File: src/inc/mmu_defs.svh
// Constants of the memory management unit: offsets, fields, reset values.
`ifndef MMU_DEFS_SVH
`define MMU_DEFS_SVH
`define MMU_VADDR_W 16
`define MMU_PADDR_W 22
`define MMU_SEG_W 6
`define MMU_PAGE_W 8
`define MMU_OFFS_W 14
`define MMU_MMU_PAGE 6'h15
`define MMU_PAGE0_OFS 8'hF0
`define MMU_PAGE1_OFS 8'hF1
`define MMU_PAGE2_OFS 8'hF2
`define MMU_PAGE3_OFS 8'hF3
`define MMU_CODE_SEG_OFS 8'hF4
`define MMU_EXT_MODE_OFS 8'hF6
`define MMU_IRQ_SEG_OFS 8'hF8
`define MMU_DMA_SEG_OFS 8'hF9
`define MMU_PAGE0_RELOC 8'hE0
`define MMU_PAGE3_RELOC 8'hE3
`define MMU_RELOC_BIT 5
`define MMU_PUSH_BIT 6
`define MMU_CODE_SEG_RESET 6'h00
`define MMU_RDATA_RESET 8'h00
`endif

File: src/inc/mmu_pkg.sv
// Types shared by the memory management unit modules.
package mmu_pkg;
    typedef enum logic [2:0] {
        MMU_KIND_FETCH = 3'h0,
        MMU_KIND_DATA = 3'h1,
        MMU_KIND_PMEM_DATA = 3'h2,
        MMU_KIND_IRQ_FETCH = 3'h3,
        MMU_KIND_DMA = 3'h4
    } mmu_kind_t;
    typedef enum logic [1:0] {
        MMU_CTX_NORMAL = 2'h0,
        MMU_CTX_IRQ_COMPAT = 2'h1,
        MMU_CTX_IRQ_PUSHED = 2'h2
    } mmu_ctx_t;
endpackage

File: src/inc/mmu_xl_if.sv
// Carrier between the register side and the address translator.
`timescale 1ns/1ps
`include "mmu_defs.svh"
interface mmu_xl_if;
    mmu_pkg::mmu_kind_t kind;
    logic [`MMU_VADDR_W-1:0] vaddr;
    logic [3:0][`MMU_PAGE_W-1:0] data_page;
    logic [`MMU_SEG_W-1:0] code_segment;
    logic [`MMU_SEG_W-1:0] interrupt_segment;
    logic [`MMU_SEG_W-1:0] dma_segment;
    logic dma_page_select;
    logic pmem_data_mode;
    logic irq_compat;
    logic [`MMU_PADDR_W-1:0] paddr;
    modport src (
        output kind, vaddr, data_page, code_segment, interrupt_segment,
        output dma_segment, dma_page_select, pmem_data_mode, irq_compat,
        input paddr
    );
    modport xl (
        input kind, vaddr, data_page, code_segment, interrupt_segment,
        input dma_segment, dma_page_select, pmem_data_mode, irq_compat,
        output paddr
    );
endinterface

File: src/verilog/mmu_xlate.sv
// Combinational translation of one virtual address to a physical one.
`timescale 1ns/1ps
`include "mmu_defs.svh"
module mmu_xlate (
    // Translation operands and result
    mmu_xl_if.xl xl
);
    logic [1:0] page_sel;
    logic [`MMU_SEG_W-1:0] seg;
    logic use_page;

    assign page_sel = xl.vaddr[`MMU_VADDR_W-1:`MMU_OFFS_W];

    always_comb begin
        use_page = 1'b0;
        seg = xl.code_segment;
        case (xl.kind)
            mmu_pkg::MMU_KIND_DATA: begin
                // After spm the core's data goes to code space.
                use_page = !xl.pmem_data_mode;
            end
            mmu_pkg::MMU_KIND_PMEM_DATA: begin
                seg = xl.code_segment;
            end
            mmu_pkg::MMU_KIND_IRQ_FETCH: begin
                if (xl.irq_compat) begin
                    seg = xl.interrupt_segment;
                end
            end
            mmu_pkg::MMU_KIND_FETCH: begin
                if (xl.irq_compat) begin
                    seg = xl.interrupt_segment;
                end
            end
            mmu_pkg::MMU_KIND_DMA: begin
                if (xl.dma_page_select) begin
                    seg = xl.dma_segment;
                end else begin
                    seg = xl.interrupt_segment;
                end
            end
            default: begin
                use_page = 1'b0;
            end
        endcase
    end

    always_comb begin
        if (use_page) begin
            xl.paddr = {xl.data_page[page_sel],
                        xl.vaddr[`MMU_OFFS_W-1:0]};
        end else begin
            xl.paddr = {seg, xl.vaddr};
        end
    end
endmodule

File: src/verilog/mmu_top.sv
// Memory management unit: translation registers and address extension.
`timescale 1ns/1ps
`include "mmu_defs.svh"
module mmu_top (
    // Clock and reset
    input wire logic mclk_i,
    input wire logic rst_n_i,
    // Access request from the core
    input wire logic acc_valid_i,
    input wire mmu_pkg::mmu_kind_t acc_kind_i,
    input wire logic [`MMU_VADDR_W-1:0] acc_vaddr_i,
    // Translated access to memories
    output logic phys_valid_o,
    output logic [`MMU_PADDR_W-1:0] phys_addr_o,
    output logic [`MMU_SEG_W-1:0] phys_segment_o,
    // Register file port
    input wire logic [7:0] reg_addr_i,
    input wire logic [5:0] reg_page_i,
    input wire logic reg_wr_i,
    input wire logic reg_rd_i,
    input wire logic [7:0] reg_wdata_i,
    output logic [7:0] reg_rdata_o,
    output logic reg_hit_o,
    // Instruction events from the core
    input wire logic far_load_i,
    input wire logic [`MMU_SEG_W-1:0] far_seg_i,
    input wire logic irq_entry_i,
    input wire logic iret_i,
    input wire logic [`MMU_SEG_W-1:0] iret_seg_i,
    input wire logic spm_i,
    input wire logic sdm_i,
    // DMA controller select
    input wire logic dma_page_select_i,
    // Status to the core and to the port registers
    output logic seg_push_o,
    output logic [`MMU_SEG_W-1:0] seg_push_val_o,
    output logic page_reloc_o,
    output logic [`MMU_SEG_W-1:0] code_segment_o
);
    logic [3:0][`MMU_PAGE_W-1:0] data_page;
    logic [`MMU_SEG_W-1:0] code_segment;
    logic [`MMU_SEG_W-1:0] interrupt_segment;
    logic [`MMU_SEG_W-1:0] dma_segment;
    logic page_register_relocation_bit;
    logic interrupt_segment_push_bit;
    logic pmem_data_mode;
    mmu_pkg::mmu_ctx_t ctx;
    mmu_pkg::mmu_ctx_t next_ctx;
    logic on_page21;
    logic dpr_hit;
    logic [1:0] dpr_idx;
    logic hit_code_seg;
    logic hit_ext_mode;
    logic hit_irq_seg;
    logic hit_dma_seg;
    logic any_hit;
    logic [7:0] next_rdata;
    logic [`MMU_SEG_W-1:0] next_code_segment;
    logic next_reloc;

    mmu_xl_if xlc ();

    // Register decode.
    assign on_page21 = (reg_page_i == `MMU_MMU_PAGE);

    always_comb begin
        dpr_hit = 1'b0;
        dpr_idx = reg_addr_i[1:0];
        if (page_register_relocation_bit) begin
            // Group E is unpaged, so the page pointer is not looked at.
            dpr_hit = (reg_addr_i >= `MMU_PAGE0_RELOC) &&
                      (reg_addr_i <= `MMU_PAGE3_RELOC);
        end else begin
            dpr_hit = on_page21 &&
                      (reg_addr_i >= `MMU_PAGE0_OFS) &&
                      (reg_addr_i <= `MMU_PAGE3_OFS);
        end
    end

    // The segment and mode registers never move off page 21.
    always_comb begin
        hit_code_seg = 1'b0;
        hit_ext_mode = 1'b0;
        hit_irq_seg = 1'b0;
        hit_dma_seg = 1'b0;
        if (on_page21) begin
            case (reg_addr_i)
                `MMU_CODE_SEG_OFS: begin
                    hit_code_seg = 1'b1;
                end
                `MMU_EXT_MODE_OFS: begin
                    hit_ext_mode = 1'b1;
                end
                `MMU_IRQ_SEG_OFS: begin
                    hit_irq_seg = 1'b1;
                end
                `MMU_DMA_SEG_OFS: begin
                    hit_dma_seg = 1'b1;
                end
                default: begin
                    hit_code_seg = 1'b0;
                end
            endcase
        end
    end

    assign any_hit = dpr_hit || hit_code_seg || hit_ext_mode ||
                     hit_irq_seg || hit_dma_seg;

    // Data page registers carry no reset; software must load them.
    always_ff @(posedge mclk_i) begin
        if (reg_wr_i && dpr_hit) begin
            data_page[dpr_idx] <= reg_wdata_i;
        end
    end

    // Interrupt segment register, not reset.
    always_ff @(posedge mclk_i) begin
        if (reg_wr_i && hit_irq_seg) begin
            interrupt_segment <= reg_wdata_i[`MMU_SEG_W-1:0];
        end
    end

    // DMA segment register, not reset.
    always_ff @(posedge mclk_i) begin
        if (reg_wr_i && hit_dma_seg) begin
            dma_segment <= reg_wdata_i[`MMU_SEG_W-1:0];
        end
    end

    // Extended mode control bits.
    always_comb begin
        next_reloc = page_register_relocation_bit;
        if (reg_wr_i && hit_ext_mode) begin
            next_reloc = reg_wdata_i[`MMU_RELOC_BIT];
        end
    end

    always_ff @(posedge mclk_i) begin
        if (!rst_n_i) begin
            page_register_relocation_bit <= 1'b0;
        end else begin
            page_register_relocation_bit <= next_reloc;
        end
    end

    always_ff @(posedge mclk_i) begin
        if (!rst_n_i) begin
            interrupt_segment_push_bit <= 1'b0;
        end else if (reg_wr_i && hit_ext_mode) begin
            interrupt_segment_push_bit <= reg_wdata_i[`MMU_PUSH_BIT];
        end
    end

    // Interrupt context tracking; nesting is not counted, so a nested
    // compatible interrupt returns to normal on the first return.
    always_comb begin
        next_ctx = ctx;
        case (ctx)
            mmu_pkg::MMU_CTX_NORMAL: begin
                if (irq_entry_i) begin
                    if (interrupt_segment_push_bit) begin
                        next_ctx = mmu_pkg::MMU_CTX_IRQ_PUSHED;
                    end else begin
                        next_ctx = mmu_pkg::MMU_CTX_IRQ_COMPAT;
                    end
                end
            end
            mmu_pkg::MMU_CTX_IRQ_COMPAT: begin
                if (iret_i) begin
                    next_ctx = mmu_pkg::MMU_CTX_NORMAL;
                end
            end
            mmu_pkg::MMU_CTX_IRQ_PUSHED: begin
                if (iret_i) begin
                    next_ctx = mmu_pkg::MMU_CTX_NORMAL;
                end
            end
            default: begin
                next_ctx = mmu_pkg::MMU_CTX_NORMAL;
            end
        endcase
    end

    always_ff @(posedge mclk_i) begin
        if (!rst_n_i) begin
            ctx <= mmu_pkg::MMU_CTX_NORMAL;
        end else begin
            ctx <= next_ctx;
        end
    end

    // Code segment update; instruction events outrank software writes,
    // since a write during normal code would tear an opcode fetch.
    always_comb begin
        next_code_segment = code_segment;
        if (reg_wr_i && hit_code_seg) begin
            next_code_segment = reg_wdata_i[`MMU_SEG_W-1:0];
        end
        if (far_load_i) begin
            next_code_segment = far_seg_i;
        end
        if (irq_entry_i && interrupt_segment_push_bit) begin
            next_code_segment = interrupt_segment;
        end
        if (iret_i && ctx == mmu_pkg::MMU_CTX_IRQ_PUSHED) begin
            next_code_segment = iret_seg_i;
        end
    end

    always_ff @(posedge mclk_i) begin
        if (!rst_n_i) begin
            code_segment <= `MMU_CODE_SEG_RESET;
        end else begin
            code_segment <= next_code_segment;
        end
    end

    // Push of the old code segment on interrupt entry.
    always_ff @(posedge mclk_i) begin
        if (!rst_n_i) begin
            seg_push_o <= 1'b0;
        end else begin
            seg_push_o <= irq_entry_i && interrupt_segment_push_bit;
        end
    end

    always_ff @(posedge mclk_i) begin
        if (!rst_n_i) begin
            seg_push_val_o <= `MMU_CODE_SEG_RESET;
        end else if (irq_entry_i) begin
            seg_push_val_o <= code_segment;
        end
    end

    // Program-memory data mode set by spm, cleared by sdm.
    always_ff @(posedge mclk_i) begin
        if (!rst_n_i) begin
            pmem_data_mode <= 1'b0;
        end else if (spm_i) begin
            pmem_data_mode <= 1'b1;
        end else if (sdm_i) begin
            pmem_data_mode <= 1'b0;
        end
    end

    // Read data; reserved top bits of segment registers read as zero.
    always_comb begin
        next_rdata = 8'h00;
        case ({dpr_hit, hit_code_seg, hit_ext_mode, hit_irq_seg, hit_dma_seg})
            5'h10: begin
                next_rdata = data_page[dpr_idx];
            end
            5'h08: begin
                next_rdata = {2'h0, code_segment};
            end
            5'h04: begin
                next_rdata[`MMU_RELOC_BIT] = page_register_relocation_bit;
                next_rdata[`MMU_PUSH_BIT] = interrupt_segment_push_bit;
            end
            5'h02: begin
                next_rdata = {2'h0, interrupt_segment};
            end
            5'h01: begin
                next_rdata = {2'h0, dma_segment};
            end
            default: begin
                next_rdata = 8'h00;
            end
        endcase
    end

    always_ff @(posedge mclk_i) begin
        if (!rst_n_i) begin
            reg_hit_o <= 1'b0;
        end else begin
            reg_hit_o <= (reg_rd_i || reg_wr_i) && any_hit;
        end
    end

    // Idle cycles and misses read zero, so several sources can be ORed.
    always_ff @(posedge mclk_i) begin
        if (!rst_n_i) begin
            reg_rdata_o <= `MMU_RDATA_RESET;
        end else if (reg_rd_i && any_hit) begin
            reg_rdata_o <= next_rdata;
        end else begin
            reg_rdata_o <= `MMU_RDATA_RESET;
        end
    end

    // Translator operands.
    assign xlc.kind = acc_kind_i;
    assign xlc.vaddr = acc_vaddr_i;
    assign xlc.data_page = data_page;
    assign xlc.code_segment = code_segment;
    assign xlc.interrupt_segment = interrupt_segment;
    assign xlc.dma_segment = dma_segment;
    assign xlc.dma_page_select = dma_page_select_i;
    assign xlc.pmem_data_mode = pmem_data_mode;
    assign xlc.irq_compat = (ctx == mmu_pkg::MMU_CTX_IRQ_COMPAT);

    mmu_xlate i_mmu_xlate (
        .xl(xlc.xl)
    );

    // One register stage: the address is ready for the next memory cycle.
    always_ff @(posedge mclk_i) begin
        if (!rst_n_i) begin
            phys_valid_o <= 1'b0;
        end else begin
            phys_valid_o <= acc_valid_i;
        end
    end

    // Address outputs hold between requests.
    always_ff @(posedge mclk_i) begin
        if (!rst_n_i) begin
            phys_addr_o <= {`MMU_PADDR_W{1'b0}};
            phys_segment_o <= `MMU_CODE_SEG_RESET;
        end else if (acc_valid_i) begin
            // One flat space; the segment number alone picks memory.
            phys_addr_o <= xlc.paddr;
            phys_segment_o <= xlc.paddr[`MMU_PADDR_W-1:
                                        `MMU_VADDR_W];
        end
    end

    // Status outputs track their registers in the same edge.
    always_ff @(posedge mclk_i) begin
        if (!rst_n_i) begin
            page_reloc_o <= 1'b0;
        end else begin
            page_reloc_o <= next_reloc;
        end
    end

    always_ff @(posedge mclk_i) begin
        if (!rst_n_i) begin
            code_segment_o <= `MMU_CODE_SEG_RESET;
        end else begin
            code_segment_o <= next_code_segment;
        end
    end
endmodule

File: config.mk
export PLATFORM = sky130hd
export DESIGN_NAME = mmu_top
export DESIGN_NICKNAME = d
export VERILOG_FILES = /design/src/inc/mmu_pkg.sv /design/src/inc/mmu_xl_if.sv /design/src/verilog/mmu_xlate.sv /design/src/verilog/mmu_top.sv
export VERILOG_INCLUDE_DIRS = /design/src /design/src/inc
export SDC_FILE = /design/constraint.sdc
export NUM_CORES = 1
export LEC_CHECK = 0
export BUFFER_PORTS_ARGS = -buffer_cell sky130_fd_sc_hd__buf_2
export CAP_MARGIN = 20
export CELL_PAD_IN_SITES_DETAIL_PLACEMENT = 0
export CELL_PAD_IN_SITES_GLOBAL_PLACEMENT = 2
export CORE_AREA = 10 10 125 127
export CTS_CLUSTER_SIZE = 8
export DETAILED_ROUTE_END_ITERATION = 7
export DIE_AREA = 0 0 135 137
export PLACE_DENSITY_LB_ADDON = 0.1
export SYNTH_ARGS = -nofsm -noshare
export SYNTH_HDL_FRONTEND = slang
export SYNTH_SLANG_ARGS = --single-unit
File: constraint.sdc
create_clock -name mclk_i -period 2.4 [get_ports mclk_i]
set_input_delay 0.12 -clock mclk_i [delete_from_list [all_inputs] [get_ports mclk_i]]
set_output_delay 0.12 -clock mclk_i [all_outputs]
set_load 0.02 [all_outputs]
==> results.py <==
metrics = {
    "run_status": {
        "status": "finished clean",
    },
    "yosys": {
        "synth_top_family_by_area": "multiplexers",
        "synthCells": 369,
        "yosys.area.top_type": "edfxtp_1",
        "syn_area_um2": 4400,
        "yosysUniqueCellTypes": 50,
        "synth-edff-count": 44,
        "async_flop_share_pct": 0,
        "synth_area_leaders": "edfxtp_1 (30%), dfxtp_1 (23%), mux2i_1 (7.3%), mux4_2 (6.6%), nor2b_1 (3.6%)",
        "synth_ff_type": "dfxtp_1",
        "syn_area_per_cell_um2": 11.9,
        "synth_xor_area_share_pct": 0,
        "synth-compound-area-share_pct": 11.1,
        "ys_warn_count": 0,
        "yosysSeqAreaShare_pct": 52.7,
        "synthAdderAreaFrac_pct": 0.852,
        "ys_ff_latch": 94,
        "synthMuxAreaShare_pct": 16.1,
        "synth-simple-area-share_pct": 15.3,
        "synth_top_area_share_pct": 30.0,
        "syn-num-nets": 436,
    },
    "global_route": {
        "grt_max_degree": 23,
        "grt_overflow": 0,
        "grt_first_pass_wirelength_um": 19600,
        "grt_usage_pct": 13.9,
        "grt_pass1_vias": 3393,
        "antenna_found_initial": 0,
    },
    "timing": {
        "slew_headroom_pct": 54.4,
        "hold_ws_ns": 0.0199,
        "min_period_over_period_pct": 78.0,
        "fin_crit_ns": 1.87,
        "finClkSkew_ns": 0.0106,
        "clock.fmax_mhz": 534,
        "tns_ns": 0,
        "tightest_slew_ns": 0.679,
        "setup_viol": 0,
        "rsz0062_at_grt": "no",
        "slew_violations": 0,
        "hold_viol_final": 0,
        "setup_ws_ns": 0.529,
    },
    "floorplan": {
        "initial_utilization_pct": 33.7,
        "num_rows": 42,
        "io_pins": 116,
        "die-width_um": 135,
        "die-area_um2": 18500,
        "core_um2": 13100,
        "die_height_um": 137,
    },
    "job": {
        "cap_violations": 0,
    },
    "critical_path": {
        "crit_path_start_kind": "flop",
        "path_max_fanout": 6,
        "worst_r2r_startpoint": "page_reloc_o",
        "reg2reg_to": "data_page[0]",
        "r2r_slack_ns": 0.53,
        "cp.arrival_ns": 1.94,
        "crit_type": "flop to flop",
        "end_kind": "flop",
        "crit_required_ns": 2.46,
        "rr_worst_depth": 6,
    },
    "route": {
        "detail_route.vias_per_cell": 4.95,
        "drc_errors": 0,
        "firstDrtPassIters": 4,
        "vias": 3280,
        "drt_wl_total_um": 12600,
        "wl_per_cell_um": 19.0,
        "ant_nets": 0,
        "drtIter0Drc": 210,
    },
    "worst_hold_path": {
        "hold_path.startpoint": "iret_seg_i[4]",
        "min_to": "code_segment_o[4]",
        "hp-class": "input port to flop",
        "hold_path_depth": 3,
    },
    "clocking": {
        "clk_latency_ns": 0.35,
        "post_cts_resized": 0,
        "h-tree-depth": 3,
        "numCtsBuffers": 9,
        "cts_tree": "yes",
        "clkTransAtPathRegs_ns": 0.07,
        "clk_path_buf_depth": 2,
        "cts_root_buf": "clkbuf_16",
        "cts_sinks": 94,
    },
    "cells_and_area": {
        "fillers": 1258,
        "multi_input_area_um2": 1910,
        "fin_area_um2": 5460,
        "seq_area_um2": 2320,
        "layout_commonest_cell": "buf_2",
        "antennaDiodeCount": 0,
        "layout.cells.non_filler": 662,
        "num-nets-final": 548,
        "drive_above_1_share_pct": 35.6,
        "mostFrequentLayoutCells": "buf_2 (115), dfxtp_1 (50), edfxtp_1 (44)",
        "syn2layout_area_growth_pct": 24.0,
    },
    "power_and_ir_drop": {
        "p_leak_nw": 2.19,
        "max-vdd-ir-drop_v": 0.000305,
        "power_density_nw_per_um2": 661,
    },
    "placed_design": {
        "post_dp_cell_area_um2": 5130,
        "portBuffers": 115,
        "routabilityCongestion": 0.806,
        "hpwl_um": 9870,
        "dp_slack_ns": 0.535,
        "dp.cells": 644,
    },
}
[cells in the mapped netlist, types with 3 or more instances]
cell type  number
nand3_1         6
a22oi_1         6
buf_4           8
mux2i_1        32
nor2b_1        25
buf_2           5
nor3_1          6
a21oi_1        13
o211ai_1        8
ha_1            3
nor2_1         19
edfxtp_1       44
inv_1           5
and3_1          5
nand2_1        27
o21ai_1         5
dfxtp_1        50
mux2_2          6
a31oi_1         7
o21ai_0        17
a21boi_0        4
a221o_1         6
nor3b_2         3
nand2b_1        4
mux4_2         13
clkbuf_1       11
[per-stage QoR]
stage / utilization (%) / total power [mW]
floorplan: - / 2.03
global placement: 39.2 / 2.18
detailed placement: 39.2 / 2.18
CTS: 41.7 / 3.67
global route: 41.7 / 3.77
finish: 41.7 / 3.61
[worst max path at each step]
stage                              from      endpoint  slack [ns]
after floorplan            page_reloc_o  data_page[0]        0.13
after global placement    reg_page_i[5]  data_page[0]        0.59
after CTS                  page_reloc_o  data_page[1]        0.51
final                      page_reloc_o  data_page[0]        0.53
after detailed placement   page_reloc_o  data_page[1]        0.54
after global routing       page_reloc_o  data_page[0]        0.34
[metal layers]
layer	up-vias	GRT usage, %	wire length, um	part of all wire [%]
li1	1609	-	-	-
met1	1548	16.9	5460	43
met2	106	22.7	6060	48
met3	17	3.89	860	6.8
met4	0	5.68	220	1.7
met5	-	0	0	0
[final cells by class]
class | instances | area share [%]
inverters | 5 | 0.344
repair buffers | 128 | 12.4
clock buffers | 9 | 4.12
well taps | 176 | 4.03
multi-input cells | 243 | 35.0
flip-flops and latches | 94 | 42.5
clock inverters | 7 | 1.56
[power breakdown]
group,leakage (nW),internal (mW),switching [mW]
sequential,0.805,1.71,0.0314
clock,0.150,0.822,0.648
combinational,1.23,0.171,0.226
[critical path, stage by stage (launching register included)]
cell and delay (ns):
dfxtp_1 0.43, nor2b_1 0.20, a31oi_1 0.09, nor4_4 0.26
nand2_2 0.13, nor3_1 0.26, buf_4 0.21
[sequential cells by signal (all words and copies together) (netlist names), 2 cells and up]
name	count
ctx	2
interrupt_segment	6
reg_rdata_o	8
dma_segment	6
data_page	32
seg_push_val_o	6
phys_addr_o	22
code_segment_o	6
[cell families after synthesis]
family / count (synthesis)
buffers and inverters: 32
AO/OA/AOI/OAI: 74
AND/OR/NAND/NOR: 114
adder cells (fa/ha/maj): 3
flip-flops: 94
multiplexers: 52
[what timing repair did]
item                                   in CTS  in global routing
hold buffers                                2                  0
setup buffers                               0                  0
endpoints found under the hold margin       5                  0
(Power assumes the default switching activity.)
